===== src/design/mtf_pkg.sv =====
/*
  Shared constants and types of the multimode twin flicker timer.
  Assumes a single 100 MHz clock and synchronous inputs.
*/
package mtf_pkg;

  localparam int CLK_HZ     = 100_000_000;
  localparam int CLK_PER_MS = CLK_HZ / 1000;

  // Timebase: the finest time resolution is one hundredth of a second.
  localparam int BASE_TICK_MS     = 10;
  localparam int BASE_TICK_CYCLES = BASE_TICK_MS * CLK_PER_MS;

  // Input filter widths.
  localparam int FILTER_LONG_MS      = 20;
  localparam int FILTER_SHORT_MS     = 1;
  localparam int FILTER_LONG_CYCLES  = FILTER_LONG_MS * CLK_PER_MS;
  localparam int FILTER_SHORT_CYCLES = FILTER_SHORT_MS * CLK_PER_MS;

  localparam int PV_W   = 14;
  localparam int DUTY_W = 7;
  localparam int DIV_W  = 7;

  // Base ticks per counting unit of each range.
  localparam logic [DIV_W-1:0] DIV_HUNDREDTHS = 7'h01;
  localparam logic [DIV_W-1:0] DIV_TENTHS     = 7'h0A;
  localparam logic [DIV_W-1:0] DIV_SECONDS    = 7'h64;

  localparam logic [PV_W-1:0]   SEC_PER_MIN  = 14'h003C;
  localparam logic [PV_W-1:0]   MINSEC_SCALE = 14'h0064;
  localparam logic [PV_W+DUTY_W-1:0] PCT_FULL = 21'h000064;
  localparam logic [PV_W+DUTY_W-1:0] PCT_HALF = 21'h000032;

  typedef enum logic [1:0] {
    MTF_RANGE_HUNDREDTHS,
    MTF_RANGE_TENTHS,
    MTF_RANGE_SECONDS,
    MTF_RANGE_MIN_SEC
  } mtf_range_type;

  typedef enum logic [1:0] {
    MTF_MODE_START_RESET,
    MTF_MODE_CUMULATIVE,
    MTF_MODE_DUTY_FLICKER,
    MTF_MODE_TWIN_FLICKER
  } mtf_mode_type;

  typedef enum logic [1:0] {
    MTF_COLOUR_RED,
    MTF_COLOUR_GREEN,
    MTF_COLOUR_ORANGE
  } mtf_colour_type;

  // Colour selections: three fixed, then pairs of inactive/active.
  localparam logic [3:0] SEL_RED          = 4'h0;
  localparam logic [3:0] SEL_GREEN        = 4'h1;
  localparam logic [3:0] SEL_ORANGE       = 4'h2;
  localparam logic [3:0] SEL_RED_GREEN    = 4'h3;
  localparam logic [3:0] SEL_GREEN_RED    = 4'h4;
  localparam logic [3:0] SEL_RED_ORANGE   = 4'h5;
  localparam logic [3:0] SEL_ORANGE_RED   = 4'h6;
  localparam logic [3:0] SEL_GREEN_ORANGE = 4'h7;
  localparam logic [3:0] SEL_ORANGE_GREEN = 4'h8;

  // Configuration as shipped: every switch off.
  localparam logic [1:0] CFG_RANGE_DEFAULT  = 2'h0;
  localparam logic       CFG_BIT_DEFAULT    = 1'h0;
  localparam logic [3:0] CFG_COLOUR_DEFAULT = 4'h0;

endpackage


===== src/design/mtf_input_filter.sv =====
/*
  Chatter filter for one field input: a new level is accepted only after
  it has stood for the selected width. Assumes a synchronous input.
*/
`timescale 1ns/1ps
module mtf_input_filter #(
  parameter int LONG_CYCLES  = mtf_pkg::FILTER_LONG_CYCLES,
  parameter int SHORT_CYCLES = mtf_pkg::FILTER_SHORT_CYCLES
) (
  input  wire logic clk,
  input  wire logic sys_rst,
  input  wire logic raw_in,
  input  wire logic short_sel,
  output logic      level_out
);

  localparam int CW = $clog2(LONG_CYCLES + 1);

  typedef struct packed {
    logic          level;
    logic [CW-1:0] cnt;
  } mtf_filter_state_type;

  mtf_filter_state_type s_reg;
  mtf_filter_state_type s_next;

  always_comb begin
    logic [CW-1:0] width;
    width  = short_sel ? CW'(SHORT_CYCLES) : CW'(LONG_CYCLES);
    s_next = s_reg;
    if (raw_in == s_reg.level) begin
      s_next.cnt = '0;
    end else if (s_reg.cnt >= width - CW'(1)) begin
      // Shorter pulses never reach here, so chatter is rejected.
      s_next.level = raw_in;
      s_next.cnt   = '0;
    end else begin
      s_next.cnt = s_reg.cnt + CW'(1);
    end
  end

  always_ff @(posedge clk) begin
    if (sys_rst) begin
      s_reg <= '0;
    end else begin
      s_reg <= s_next;
    end
  end

  assign level_out = s_reg.level;

endmodule // mtf_input_filter


===== src/design/mtf_timer_core.sv =====
/*
  Timing core of a panel timer: single-timer modes, duty flicker, twin
  flicker, power-up configuration capture and display selection.
  Assumes sys_rst models power-up and inputs are synchronous to clk.
*/
// Functional notes
// - Start-reset mode: start begins, expiry resets timer.
// - Start-reset mode: zero set keeps output off.
// - Cumulative: count only while start on.
// - Cumulative: zero set asserts output at once.
// - Duty flicker: output on first, toggles each expiry.
// - Flicker modes ignore start while running.
// - Held start at power-up or reset release starts.
// - Range switches select ON and OFF interval ranges.
// - Switches sampled only at power-up.
// - Shipped switches all off give defaults.
// - Count direction: up elapsed, down remaining.
// - Output mode picks first twin phase.
// - Filter width 20 ms or 1 ms.
// - Low-first twin: start off, invert each expiry.
// - Retentive variants keep value over power loss.
// - Instantaneous variants start twin flicker automatically.
// - Sub-display shows set time of running phase.
// - Colour fixed or follows output state.
// - Duty ON time is cycle times percent, rounded.
`timescale 1ns/1ps
module mtf_timer_core #(
  parameter int BASE_TICK_CYCLES    = mtf_pkg::BASE_TICK_CYCLES,
  parameter int FILTER_LONG_CYCLES  = mtf_pkg::FILTER_LONG_CYCLES,
  parameter int FILTER_SHORT_CYCLES = mtf_pkg::FILTER_SHORT_CYCLES
) (
  input  wire logic                          clk,
  input  wire logic                          sys_rst,
  input  wire logic                          start_in,
  input  wire logic                          reset_in,
  input  wire logic                          gate_in,
  input  wire logic                          cfg_enable,
  input  wire logic [1:0]                    off_interval_range,
  input  wire logic [1:0]                    on_interval_range,
  input  wire logic                          cfg_count_down,
  input  wire logic                          cfg_on_start,
  input  wire logic                          input_filter_width,
  input  wire logic [3:0]                    display_colour_select,
  input  wire mtf_pkg::mtf_mode_type         timer_mode,
  input  wire logic                          retentive,
  input  wire logic                          instant_start,
  input  wire logic [mtf_pkg::PV_W-1:0]      set_value,
  input  wire logic [mtf_pkg::PV_W-1:0]      on_set,
  input  wire logic [mtf_pkg::PV_W-1:0]      off_set,
  input  wire logic [mtf_pkg::DUTY_W-1:0]    duty_pct,
  input  wire logic [mtf_pkg::PV_W-1:0]      retained_pv,
  output logic                               control_out,
  output logic                               running,
  output logic [mtf_pkg::PV_W-1:0]           pv_display,
  output logic [mtf_pkg::PV_W-1:0]           sub_display,
  output logic [mtf_pkg::PV_W-1:0]           pv_store,
  output mtf_pkg::mtf_colour_type            colour
);

  localparam int BW = $clog2(BASE_TICK_CYCLES);
  localparam int PW = mtf_pkg::PV_W;
  localparam int MW = mtf_pkg::PV_W + mtf_pkg::DUTY_W;

  typedef struct packed {
    logic                    cfg_done;
    mtf_pkg::mtf_range_type  on_rng;
    mtf_pkg::mtf_range_type  off_rng;
    logic                    down;
    logic                    on_first;
    logic                    short_filt;
    logic [3:0]              colour_sel;
    logic                    rel;
    logic                    resume;
    logic                    start_prev;
    logic                    running;
    logic                    phase_on;
    logic                    out;
    logic [PW-1:0]           pv;
    logic [mtf_pkg::DIV_W-1:0] presc;
    logic [BW-1:0]           base_cnt;
    logic [PW-1:0]           pv_disp;
    logic [PW-1:0]           sub_disp;
    mtf_pkg::mtf_colour_type colour;
  } mtf_core_state_type;

  mtf_core_state_type s_reg;
  mtf_core_state_type s_next;

  logic [2:0] raw_bus;
  logic [2:0] filt_bus;
  logic       start_f;
  logic       reset_f;
  logic       gate_f;

  assign raw_bus = {gate_in, reset_in, start_in};
  assign start_f = filt_bus[0];
  assign reset_f = filt_bus[1];
  assign gate_f  = filt_bus[2];

  genvar gi;
  generate
    for (gi = 0; gi < 3; gi++) begin : g_filter
      mtf_input_filter #(
        .LONG_CYCLES  (FILTER_LONG_CYCLES),
        .SHORT_CYCLES (FILTER_SHORT_CYCLES)
      ) u_filter (
        .clk       (clk),
        .sys_rst   (sys_rst),
        .raw_in    (raw_bus[gi]),
        .short_sel (s_reg.short_filt),
        .level_out (filt_bus[gi])
      );
    end
  endgenerate

  function automatic logic [mtf_pkg::DIV_W-1:0] div_of(
    input mtf_pkg::mtf_range_type r);
    unique case (r)
      mtf_pkg::MTF_RANGE_HUNDREDTHS: div_of = mtf_pkg::DIV_HUNDREDTHS;
      mtf_pkg::MTF_RANGE_TENTHS:     div_of = mtf_pkg::DIV_TENTHS;
      mtf_pkg::MTF_RANGE_SECONDS:    div_of = mtf_pkg::DIV_SECONDS;
      mtf_pkg::MTF_RANGE_MIN_SEC:    div_of = mtf_pkg::DIV_SECONDS;
    endcase
  endfunction

  // Minutes and seconds are entered as mmss; counting runs in seconds.
  function automatic logic [PW-1:0] to_units(
    input mtf_pkg::mtf_range_type r, input logic [PW-1:0] v);
    if (r == mtf_pkg::MTF_RANGE_MIN_SEC) begin
      to_units = PW'((v / mtf_pkg::MINSEC_SCALE) * mtf_pkg::SEC_PER_MIN
                     + v % mtf_pkg::MINSEC_SCALE);
    end else begin
      to_units = v;
    end
  endfunction

  function automatic logic [PW-1:0] to_disp(
    input mtf_pkg::mtf_range_type r, input logic [PW-1:0] v);
    if (r == mtf_pkg::MTF_RANGE_MIN_SEC) begin
      to_disp = PW'((v / mtf_pkg::SEC_PER_MIN) * mtf_pkg::MINSEC_SCALE
                    + v % mtf_pkg::SEC_PER_MIN);
    end else begin
      to_disp = v;
    end
  endfunction

  function automatic mtf_pkg::mtf_colour_type colour_of(
    input logic [3:0] sel, input logic on);
    case (sel)
      mtf_pkg::SEL_GREEN:  colour_of = mtf_pkg::MTF_COLOUR_GREEN;
      mtf_pkg::SEL_ORANGE: colour_of = mtf_pkg::MTF_COLOUR_ORANGE;
      mtf_pkg::SEL_RED_GREEN:
        colour_of = on ? mtf_pkg::MTF_COLOUR_GREEN : mtf_pkg::MTF_COLOUR_RED;
      mtf_pkg::SEL_GREEN_RED:
        colour_of = on ? mtf_pkg::MTF_COLOUR_RED : mtf_pkg::MTF_COLOUR_GREEN;
      mtf_pkg::SEL_RED_ORANGE:
        colour_of = on ? mtf_pkg::MTF_COLOUR_ORANGE : mtf_pkg::MTF_COLOUR_RED;
      mtf_pkg::SEL_ORANGE_RED:
        colour_of = on ? mtf_pkg::MTF_COLOUR_RED : mtf_pkg::MTF_COLOUR_ORANGE;
      mtf_pkg::SEL_GREEN_ORANGE:
        colour_of = on ? mtf_pkg::MTF_COLOUR_ORANGE
                       : mtf_pkg::MTF_COLOUR_GREEN;
      mtf_pkg::SEL_ORANGE_GREEN:
        colour_of = on ? mtf_pkg::MTF_COLOUR_GREEN
                       : mtf_pkg::MTF_COLOUR_ORANGE;
      default: colour_of = mtf_pkg::MTF_COLOUR_RED;
    endcase
  endfunction

  logic                   twin;
  logic                   flicker;
  mtf_pkg::mtf_range_type rng;
  logic [PW-1:0]          cyc;
  logic [PW-1:0]          on_lim;
  logic [PW-1:0]          lim;
  logic [MW-1:0]          prod;

  assign twin    = (timer_mode == mtf_pkg::MTF_MODE_TWIN_FLICKER);
  assign flicker = twin || (timer_mode == mtf_pkg::MTF_MODE_DUTY_FLICKER);
  assign rng     = (twin && !s_reg.phase_on) ? s_reg.off_rng : s_reg.on_rng;
  assign cyc     = to_units(s_reg.on_rng, set_value);
  assign prod    = MW'(cyc) * MW'(duty_pct) + mtf_pkg::PCT_HALF;
  assign on_lim  = PW'(prod / mtf_pkg::PCT_FULL);

  assign lim     = twin ? to_units(rng, s_reg.phase_on ? on_set : off_set)
                 : (flicker && s_reg.phase_on) ? on_lim : cyc;

  always_comb begin
    logic          tick;
    logic          unit;
    logic          trig;
    logic          wrap;
    logic [PW-1:0] pv_inc;
    logic [PW-1:0] remain;
    tick   = (s_reg.base_cnt == BW'(BASE_TICK_CYCLES - 1));
    wrap   = (s_reg.presc >= div_of(rng) - 1'b1);
    unit   = tick && wrap && !gate_f;
    pv_inc = s_reg.pv + PW'(1);
    remain = (lim > s_reg.pv) ? lim - s_reg.pv : '0;
    trig   = 1'b0;
    s_next = s_reg;
    s_next.rel        = 1'b0;
    s_next.start_prev = start_f;
    s_next.base_cnt   = tick ? '0 : s_reg.base_cnt + BW'(1);
    if (tick) begin
      s_next.presc = wrap ? '0 : s_reg.presc + 1'b1;
    end
    if (!s_reg.cfg_done) begin
      // Switches are only honoured when the first one is on.
      s_next.cfg_done = 1'b1;
      s_next.rel      = 1'b1;
      if (cfg_enable) begin
        s_next.on_rng     = mtf_pkg::mtf_range_type'(on_interval_range);
        s_next.off_rng    = mtf_pkg::mtf_range_type'(off_interval_range);
        s_next.down       = cfg_count_down;
        s_next.on_first   = cfg_on_start;
        s_next.short_filt = input_filter_width;
        s_next.colour_sel = display_colour_select;
      end
      // Power-up reload; non-retentive variants stay cleared.
      if (retentive) begin
        s_next.pv     = retained_pv;
        s_next.resume = 1'b1;
      end
    end else if (reset_f) begin
      s_next.running  = 1'b0;
      s_next.out      = 1'b0;
      s_next.pv       = '0;
      s_next.presc    = '0;
      s_next.phase_on = 1'b0;
      s_next.resume   = 1'b0;
      s_next.rel      = 1'b1;
    end else begin
      unique case (timer_mode)
        mtf_pkg::MTF_MODE_START_RESET: begin
          trig = start_f && (!s_reg.start_prev || s_reg.rel);
          if (!start_f) begin
            s_next.out = 1'b0;
          end
          if (trig) begin
            // A zero set never arms the timer, so the output stays off.
            s_next.running = (lim != '0);
            s_next.out     = 1'b0;
            s_next.pv      = '0;
            s_next.presc   = '0;
          end else if (s_reg.running && unit) begin
            if (pv_inc >= lim) begin
              s_next.running = 1'b0;
              s_next.pv      = '0;
              s_next.out     = 1'b1;
            end else begin
              s_next.pv = pv_inc;
            end
          end
        end
        mtf_pkg::MTF_MODE_CUMULATIVE: begin
          s_next.running = start_f;
          if (start_f && unit && s_reg.pv < lim) begin
            s_next.pv = pv_inc;
          end
          s_next.out = (lim == '0) || (s_next.pv >= lim);
        end
        default: begin
          // Both flicker modes: start is only looked at when idle.
          trig = !s_reg.running && (start_f
                 || (twin && instant_start && s_reg.rel));
          if (trig) begin
            s_next.running  = 1'b1;
            s_next.phase_on = twin ? s_reg.on_first : 1'b1;
            s_next.out      = twin ? s_reg.on_first : 1'b1;
            s_next.pv       = s_reg.resume ? s_reg.pv : '0;
            s_next.resume   = 1'b0;
            s_next.presc    = '0;
          end else if (s_reg.running && unit) begin
            if (pv_inc < lim) begin
              s_next.pv = pv_inc;
            end else if (twin || !s_reg.phase_on) begin
              s_next.phase_on = !s_reg.phase_on;
              s_next.out      = !s_reg.out;
              s_next.pv       = '0;
              s_next.presc    = '0;
            end else begin
              s_next.phase_on = 1'b0;
              s_next.out      = 1'b0;
              s_next.pv       = pv_inc;
            end
          end
        end
      endcase
    end
    s_next.pv_disp  = to_disp(rng, s_reg.down ? remain : s_reg.pv);
    s_next.sub_disp = !twin ? set_value
                      : (s_reg.phase_on ? on_set : off_set);
    s_next.colour   = colour_of(s_reg.colour_sel, s_reg.out);
  end

  always_ff @(posedge clk) begin
    if (sys_rst) begin
      s_reg            <= '0;
      s_reg.on_rng     <= mtf_pkg::mtf_range_type'(mtf_pkg::CFG_RANGE_DEFAULT);
      s_reg.off_rng    <= mtf_pkg::mtf_range_type'(mtf_pkg::CFG_RANGE_DEFAULT);
      s_reg.down       <= mtf_pkg::CFG_BIT_DEFAULT;
      s_reg.on_first   <= mtf_pkg::CFG_BIT_DEFAULT;
      s_reg.short_filt <= mtf_pkg::CFG_BIT_DEFAULT;
      s_reg.colour_sel <= mtf_pkg::CFG_COLOUR_DEFAULT;
    end else begin
      s_reg <= s_next;
    end
  end

  assign control_out = s_reg.out;
  assign running     = s_reg.running;
  assign pv_display  = s_reg.pv_disp;
  assign sub_display = s_reg.sub_disp;
  assign pv_store    = s_reg.pv;
  assign colour      = s_reg.colour;
endmodule // mtf_timer_core


===== config.mk =====
export PLATFORM = sky130hd
export DESIGN_NAME = mtf_timer_core
export DESIGN_NICKNAME = d
export VERILOG_FILES = /design/src/design/mtf_pkg.sv /design/src/design/mtf_input_filter.sv /design/src/design/mtf_timer_core.sv
export SDC_FILE = /design/constraint.sdc
export NUM_CORES = 1
export LEC_CHECK = 0
export BUFFER_PORTS_ARGS = -buffer_cell sky130_fd_sc_hd__buf_2
export CAP_MARGIN = 15
export CORE_ASPECT_RATIO = 0.5
export CORE_MARGIN = 3
export CORE_UTILIZATION = 64
export DETAILED_ROUTE_END_ITERATION = 8
export PLACE_DENSITY_LB_ADDON = 0.2
export SLEW_MARGIN = 15
export SYNTH_ARGS = -nofsm -noshare
export SYNTH_HDL_FRONTEND = slang
export SYNTH_HIERARCHICAL = 1
export SYNTH_SLANG_ARGS = --single-unit

===== constraint.sdc =====
create_clock -name clk -period 45.5 [get_ports clk]
set_clock_uncertainty 0.2 [all_clocks]
set_input_delay 2.275 -clock clk [delete_from_list [all_inputs] [get_ports clk]]
set_output_delay 2.275 -clock clk [all_outputs]
set_load 0.005 [all_outputs]

**Word level (Yosys, flattened, before mapping)**

Index checks and enable logic that the tools add are counted.
W data, S select, Z words.

- Flip-flop bits (word level): 155
- Latch bits: 0
- Memory bits (writable): 0
- ROM bits: 0
- Output and inout bits: 46
- Word-level logic and storage cells: 193
- Memories: 0

- Add/sub/neg operators: 13
- Multiply operators: 4
- Divide/modulo/power cells: 7
- Order comparisons: 9
- Equal/unequal tests: 29
- Shift operators: 0
- Muxes and demuxes: 58
- Bitwise operators: 4
- Reduce and logical (&&, ||, !) cells: 44

Operators by type and width:

| operator | count |
|---|---|
| $mux W14 | 18 |
| $add A21 B1 Y21 const B | 3 |
| $ge A21 B21 Y1 | 3 |
| $mux W23 | 2 |
| $add A14 B14 Y14 | 3 |
| $mux W7 | 6 |
| $mux W15 | 2 |
| $pmux W15 S2 | 1 |
| $div A14 B7 Y14 const B | 2 |
| $ge A14 B14 Y1 | 2 |
| $lt A14 B14 Y1 | 2 |
| $mod A14 B7 Y14 const B | 2 |
| $mul A14 B4 Y12 const B | 2 |
| $mux W24 | 1 |
| $add A21 B6 Y21 const B | 1 |
| $div A21 B7 Y21 const B | 1 |
| $mul A14 B7 Y21 | 1 |
| $mux W21 | 1 |
| $pmux W7 S3 | 1 |
| $sub A21 B1 Y21 const B | 1 |
| $add A20 B1 Y20 const B | 1 |
| $eq A20 B20 Y1 const B | 1 |
| $eq A4 B3 Y1 const B | 4 |
| $mux W16 | 1 |
| other kinds (44) | 106 |

**Logic depth before layout (Yosys ltp)**

- Depth in word-level cells: 21
- Depth in mapped cells: 149
- Depth with buffers taken out: 140

**Modules after synthesis**

Netlist, hierarchy kept.

Modules (own cells, without submodules):

| module | times used | cells an instance | area an instance (sq um) | sequential area each (sq um) |
|---|---|---|---|---|
| mtf_timer_core | 1 | 2670 | 20005.4 | 1781.7 |
| mtf_input_filter | 3 | 134 | 1219.9 | 440.4 |

**Worst setup path before layout**

Ideal clock, no wire load.

- Path type: input port to flip-flop
- From: in set_value[11] (netlist bit)
- To: reg s_reg, in the netlist pv_display[13]
- Arrival: 33186 ps
- Required time: 45168 ps
- Slack: 11982 ps
- Stages: 141
- Path through: clkbuf_1 o311ai_2 and2_1 a211oi_1 o32a_1 o311a_1 buf_2 maj3_2 o21a_1 o22ai_2 nand2_1 clkinv_1 a2111oi_0 a2111oi_0 maj3_1 o22ai_1 o21ai_2 inv_2 [... 105 more ...] ha_1 ha_1 ha_1 inv_1 fa_1 inv_1 ha_1 nor2_1 nor2_1 a31oi_1 nor2b_1 o21a_1 o21ai_0 nand2b_1 a21oi_1 xnor2_1 a2bb2oi_1 a21oi_1

- Cells in the longest elaborated chain, start to end: 16

Ends and longest elaborated chain:

| what | line | text |
|---|---|---|
| start, declared | mtf_timer_core.sv:47 | `input wire logic [mtf_pkg::PV_W-1:0] set_value,` |
| $div A14 B7 Y14 | mtf_timer_core.sv:130 | `to_units = PW'((v / mtf_pkg::MINSEC_SCALE) * mtf_pkg::SEC_PER_MIN` |
| $mul A14 B4 Y12 | mtf_timer_core.sv:130 |  |
| $add A14 B14 Y14 | mtf_timer_core.sv:131 | `+ v % mtf_pkg::MINSEC_SCALE);` |
| $mux W14 * | mtf_timer_core.sv:129 | `if (r == mtf_pkg::MTF_RANGE_MIN_SEC) begin` |
| $mul A14 B7 Y21 | mtf_timer_core.sv:182 | `assign prod = MW'(cyc) * MW'(duty_pct) + mtf_pkg::PCT_HALF;` |
| $add A21 B6 Y21 | mtf_timer_core.sv:182 |  |
| $div A21 B7 Y21 | mtf_timer_core.sv:183 | `assign on_lim = PW'(prod / mtf_pkg::PCT_FULL);` |
| $mux W14 * | mtf_timer_core.sv:186 | `: (flicker && s_reg.phase_on) ? on_lim : cyc;` |
| $mux W14 * | mtf_timer_core.sv:185 | `assign lim = twin ? to_units(rng, s_reg.phase_on ? on_set : off_set)` |
| $sub A14 B14 Y14 / $gt A14 B14 Y1 (equally long branches) | mtf_timer_core.sv:199 | `remain = (lim > s_reg.pv) ? lim - s_reg.pv : '0;` |
| $mux W14 * | mtf_timer_core.sv:199 |  |
| $mux W14 * | mtf_timer_core.sv:291 | `s_next.pv_disp = to_disp(rng, s_reg.down ? remain : s_reg.pv);` |
| $div A14 B6 Y14 | mtf_timer_core.sv:140 | `to_disp = PW'((v / mtf_pkg::SEC_PER_MIN) * mtf_pkg::MINSEC_SCALE` |
| $mul A14 B5 Y12 | mtf_timer_core.sv:140 |  |
| $add A14 B14 Y14 | mtf_timer_core.sv:141 | `+ v % mtf_pkg::SEC_PER_MIN);` |
| $mux W14 * | mtf_timer_core.sv:139 | `if (r == mtf_pkg::MTF_RANGE_MIN_SEC) begin` |
| end signal, assigned | mtf_timer_core.sv:307 | `s_reg <= s_next;` |
| end, declared | mtf_timer_core.sv:86 | `mtf_core_state_type s_reg;` |

Every way passes the cells marked *; elsewhere a longest branch is shown, timed or not.
A chain may end at the register's enable or synchronous reset.

**Final worst setup path**

Ends and elaborated chain as after synthesis.

==> results.sh <==
export IMPL_crit_family="compound AO/OA/AOI/OAI gates"
export IMPL_worstPathMaxFanout=17
export IMPL_fin_crit_ns=38.66
export IMPL_slew_headroom_pct=24.3
export IMPL_fp_row_count=49
export IMPL_cts_root_buf="clkbuf_16"
export IMPL_fin_ws_ns=6.84
export IMPL_synth_area_leader_cell="dfxtp_1"
export IMPL_max_freq_ghz=0.0259
export IMPL_hold_viol_final=0
export IMPL_async_flop_share_pct=0
export IMPL_cts_sinks=155
export IMPL_track_usage_pct=31.2
export IMPL_worst_slew_pin_slew_ns=1.14
export IMPL_vias_per_cell=6.24
export IMPL_hold_buffers=0
export IMPL_postLayoutCoreUtil_pct=68.6
export IMPL_gp_congestion=0.993
export IMPL_clk_pin_slew_ns=0.08
export IMPL_areaGrowthSynthToFinish_pct=4.87
export IMPL_cts_repair_resized=0
export IMPL_clock_path_buffers=2
export IMPL_fillers=3089
export IMPL_cts_htree_levels=4
export IMPL_yosysUniqueCellTypes=138
export IMPL_grt_start_max_net_pins=75
export IMPL_drc=0
export IMPL_crit_slowest_cell="o311ai_2"
export IMPL_multi_input_area_mm2=0.0189
export IMPL_drive_above_1_share_pct=10.6
export IMPL_fp_dieArea_mm2=0.0395
export IMPL_place_hpwl_um=48600
export IMPL_largest_register_ffs=63
export IMPL_die_h_um=142
export IMPL_setup_tns_ns=0
export IMPL_critPathBufInv=14
export IMPL_ys_seq_area_share_pct=13.1
export IMPL_synth_main_ff_cell="dfxtp_1"
export IMPL_syn_area_mm2=0.0237
export IMPL_drv_slew=0
export IMPL_path_class="in -> reg"
export IMPL_cpMostUsedCell="inv_1"
export IMPL_layout_commonest_cell="nor2_1"
export IMPL_post_cts_buffers=0
export IMPL_synthDominantCellAreaShare_pct=13.1
export IMPL_cts_buffers=17
export IMPL_start_util_pct=65.4
export IMPL_wire_per_inst_um=17.4
export IMPL_cap_violations=0
export IMPL_cp_data_arrival_time_ns=38.76
export IMPL_core_mm2=0.0362
export IMPL_first_pass_iters=8
export IMPL_worstHoldPathType="reg -> reg"
export IMPL_insertion_delay_ns=0.45
export IMPL_portBuffers=129
export IMPL_cts_tree="built"
export IMPL_status="complete, no violations"
export IMPL_yosysWarnings=6
export IMPL_end_kind="register"
export IMPL_period_share_pct=85.0
export IMPL_dp_slack_ns=6.93
export IMPL_drtIter0Drc=1746
export IMPL_ff_latch_area_mm2=0.00310
export IMPL_syn_inst=3072
export IMPL_layout_nets=3482
export IMPL_synth_edff_count=0
export IMPL_synth_avg_cell_area_um2=7.70
export IMPL_grt_ovfl_total=0
export IMPL_post_synth_main_area_contributors="dfxtp_1 13%, ha_1 11%, fa_1 8.2%"
export IMPL_die_x_um=278
export IMPL_rsz0062_at_grt="false"
export IMPL_pin_count=130
export IMPL_grt_pass1_wl_um=104000
export IMPL_place_area_mm2=0.0242
export IMPL_setup_viol=0
export IMPL_vias=22400
export IMPL_antenna_found_initial=3
export IMPL_stdcell_area_mm2=0.0248
export IMPL_final_cell_mix="315 x nor2_1, 274 x nand2_1, 215 x inv_1"
export IMPL_ys_ff_latch=155
export IMPL_start_kind="input pin"
export IMPL_detail_route_antenna_nets=0
export IMPL_cp_slowest_stage_delay_ns=0.81
export IMPL_grt_pass1_vias=21300
export IMPL_wl_um=62300
export IMPL_cp_data_required_time_ns=45.60
[routing by layer]
metal  vias to the layer above  routed length, µm  GRT usage (%)
li1                      11000                  -              -
met1                     10500              27900           41.9
met2                       794              28500           52.5
met3                       129               4290           4.75
met4                         2               1630           8.98
met5                         -                 16              0
[cell usage after synthesis (all sizes together) (9+ instances only)]
| cell | number |
|---|---|
| o21ai | 147 |
| or3 | 20 |
| a211o | 13 |
| ha | 213 |
| a2111oi | 10 |
| nand2 | 275 |
| nor3 | 63 |
| and2 | 54 |
| a22oi | 23 |
| o211ai | 44 |
| a21boi | 9 |
| fa | 97 |
| nand2b | 59 |
| a31oi | 37 |
| mux2 | 20 |
| xnor2 | 128 |
| o22ai | 12 |
| a32oi | 15 |
| and3 | 26 |
| a21o | 44 |
| a211oi | 73 |
| or2 | 24 |
| maj3 | 11 |
| a31o | 12 |
| a21oi | 186 |
| o21bai | 21 |
| o31ai | 12 |
| nor2 | 326 |
| o32ai | 9 |
| inv | 219 |
| dfxtp | 155 |
| nand3 | 107 |
| nor4 | 24 |
| mux2i | 50 |
| clkbuf | 75 |
| nand4 | 44 |
| nor2b | 43 |
| buf | 85 |
| xor2 | 104 |
| o21a | 27 |
| and4 | 13 |
[worst register-to-register path, delay by kind of cell (launching register included)]
family,cells,cell delay (ns)
adder cells (fa/ha/maj),11,4.07
AO/OA/AOI/OAI,55,16.87
AND/OR/NAND/NOR,18,3.70
flip-flops,1,0.39
XOR/XNOR,5,1.31
buffers and inverters,5,0.45
multiplexers,1,0.27
[logic make-up (layout without fill, tap and decap cells)]
logic type / Yosys count / after routing / synth area share (%)
buffers and inverters: 381 / 396 / 7.23
adders and majority gates: 321 / 321 / 19.9
AOI/OAI and AO/OA: 798 / 798 / 24.2
and+or+nand+nor: 1113 / 1113 / 23.7
xor gates and xnor gates: 232 / 232 / 8.65
muxes: 70 / 70 / 3.15
DFF: 155 / 155 / 13.1
other: 2 / 18 / 0.0317
[metrics by stage]
| step | hold slack, ns | cells |
|---|---|---|
| after floorplan | 0.230 | 3086 |
| after global placement | 0.244 | 3553 |
| after detailed placement | 0.250 | 3553 |
| after CTS | 0.258 | 3585 |
| after global routing | 0.281 | 3587 |
| final | 0.257 | 3587 |
[path summary, 6_finish.rpt]
kind / endpoint / slack, ns / depth (start not counted) / from
max: pv_display[13] / 6.84 / 137 / set_value[11]
min: s_reg[85] / 0.26 / 2 / s_reg[85]
max reg2reg: pv_display[13] / 18.13 / 95 / s_reg[86]
min reg2reg: s_reg[85] / 0.26 / 2 / s_reg[85]
[area by class of cell]
cell class	instances	share of cell area, %
clock inverter	15	0.791
multi-input combinational	2550	76.2
inverter	221	3.34
clock buffer	17	1.71
antenna	2	0.0202
timing repair buffer	143	3.02
sequential	155	12.5
tap	484	2.44
Power is not shown: default switching activity piles up to over one toggle a cycle in this logic, so the estimate is an artifact.
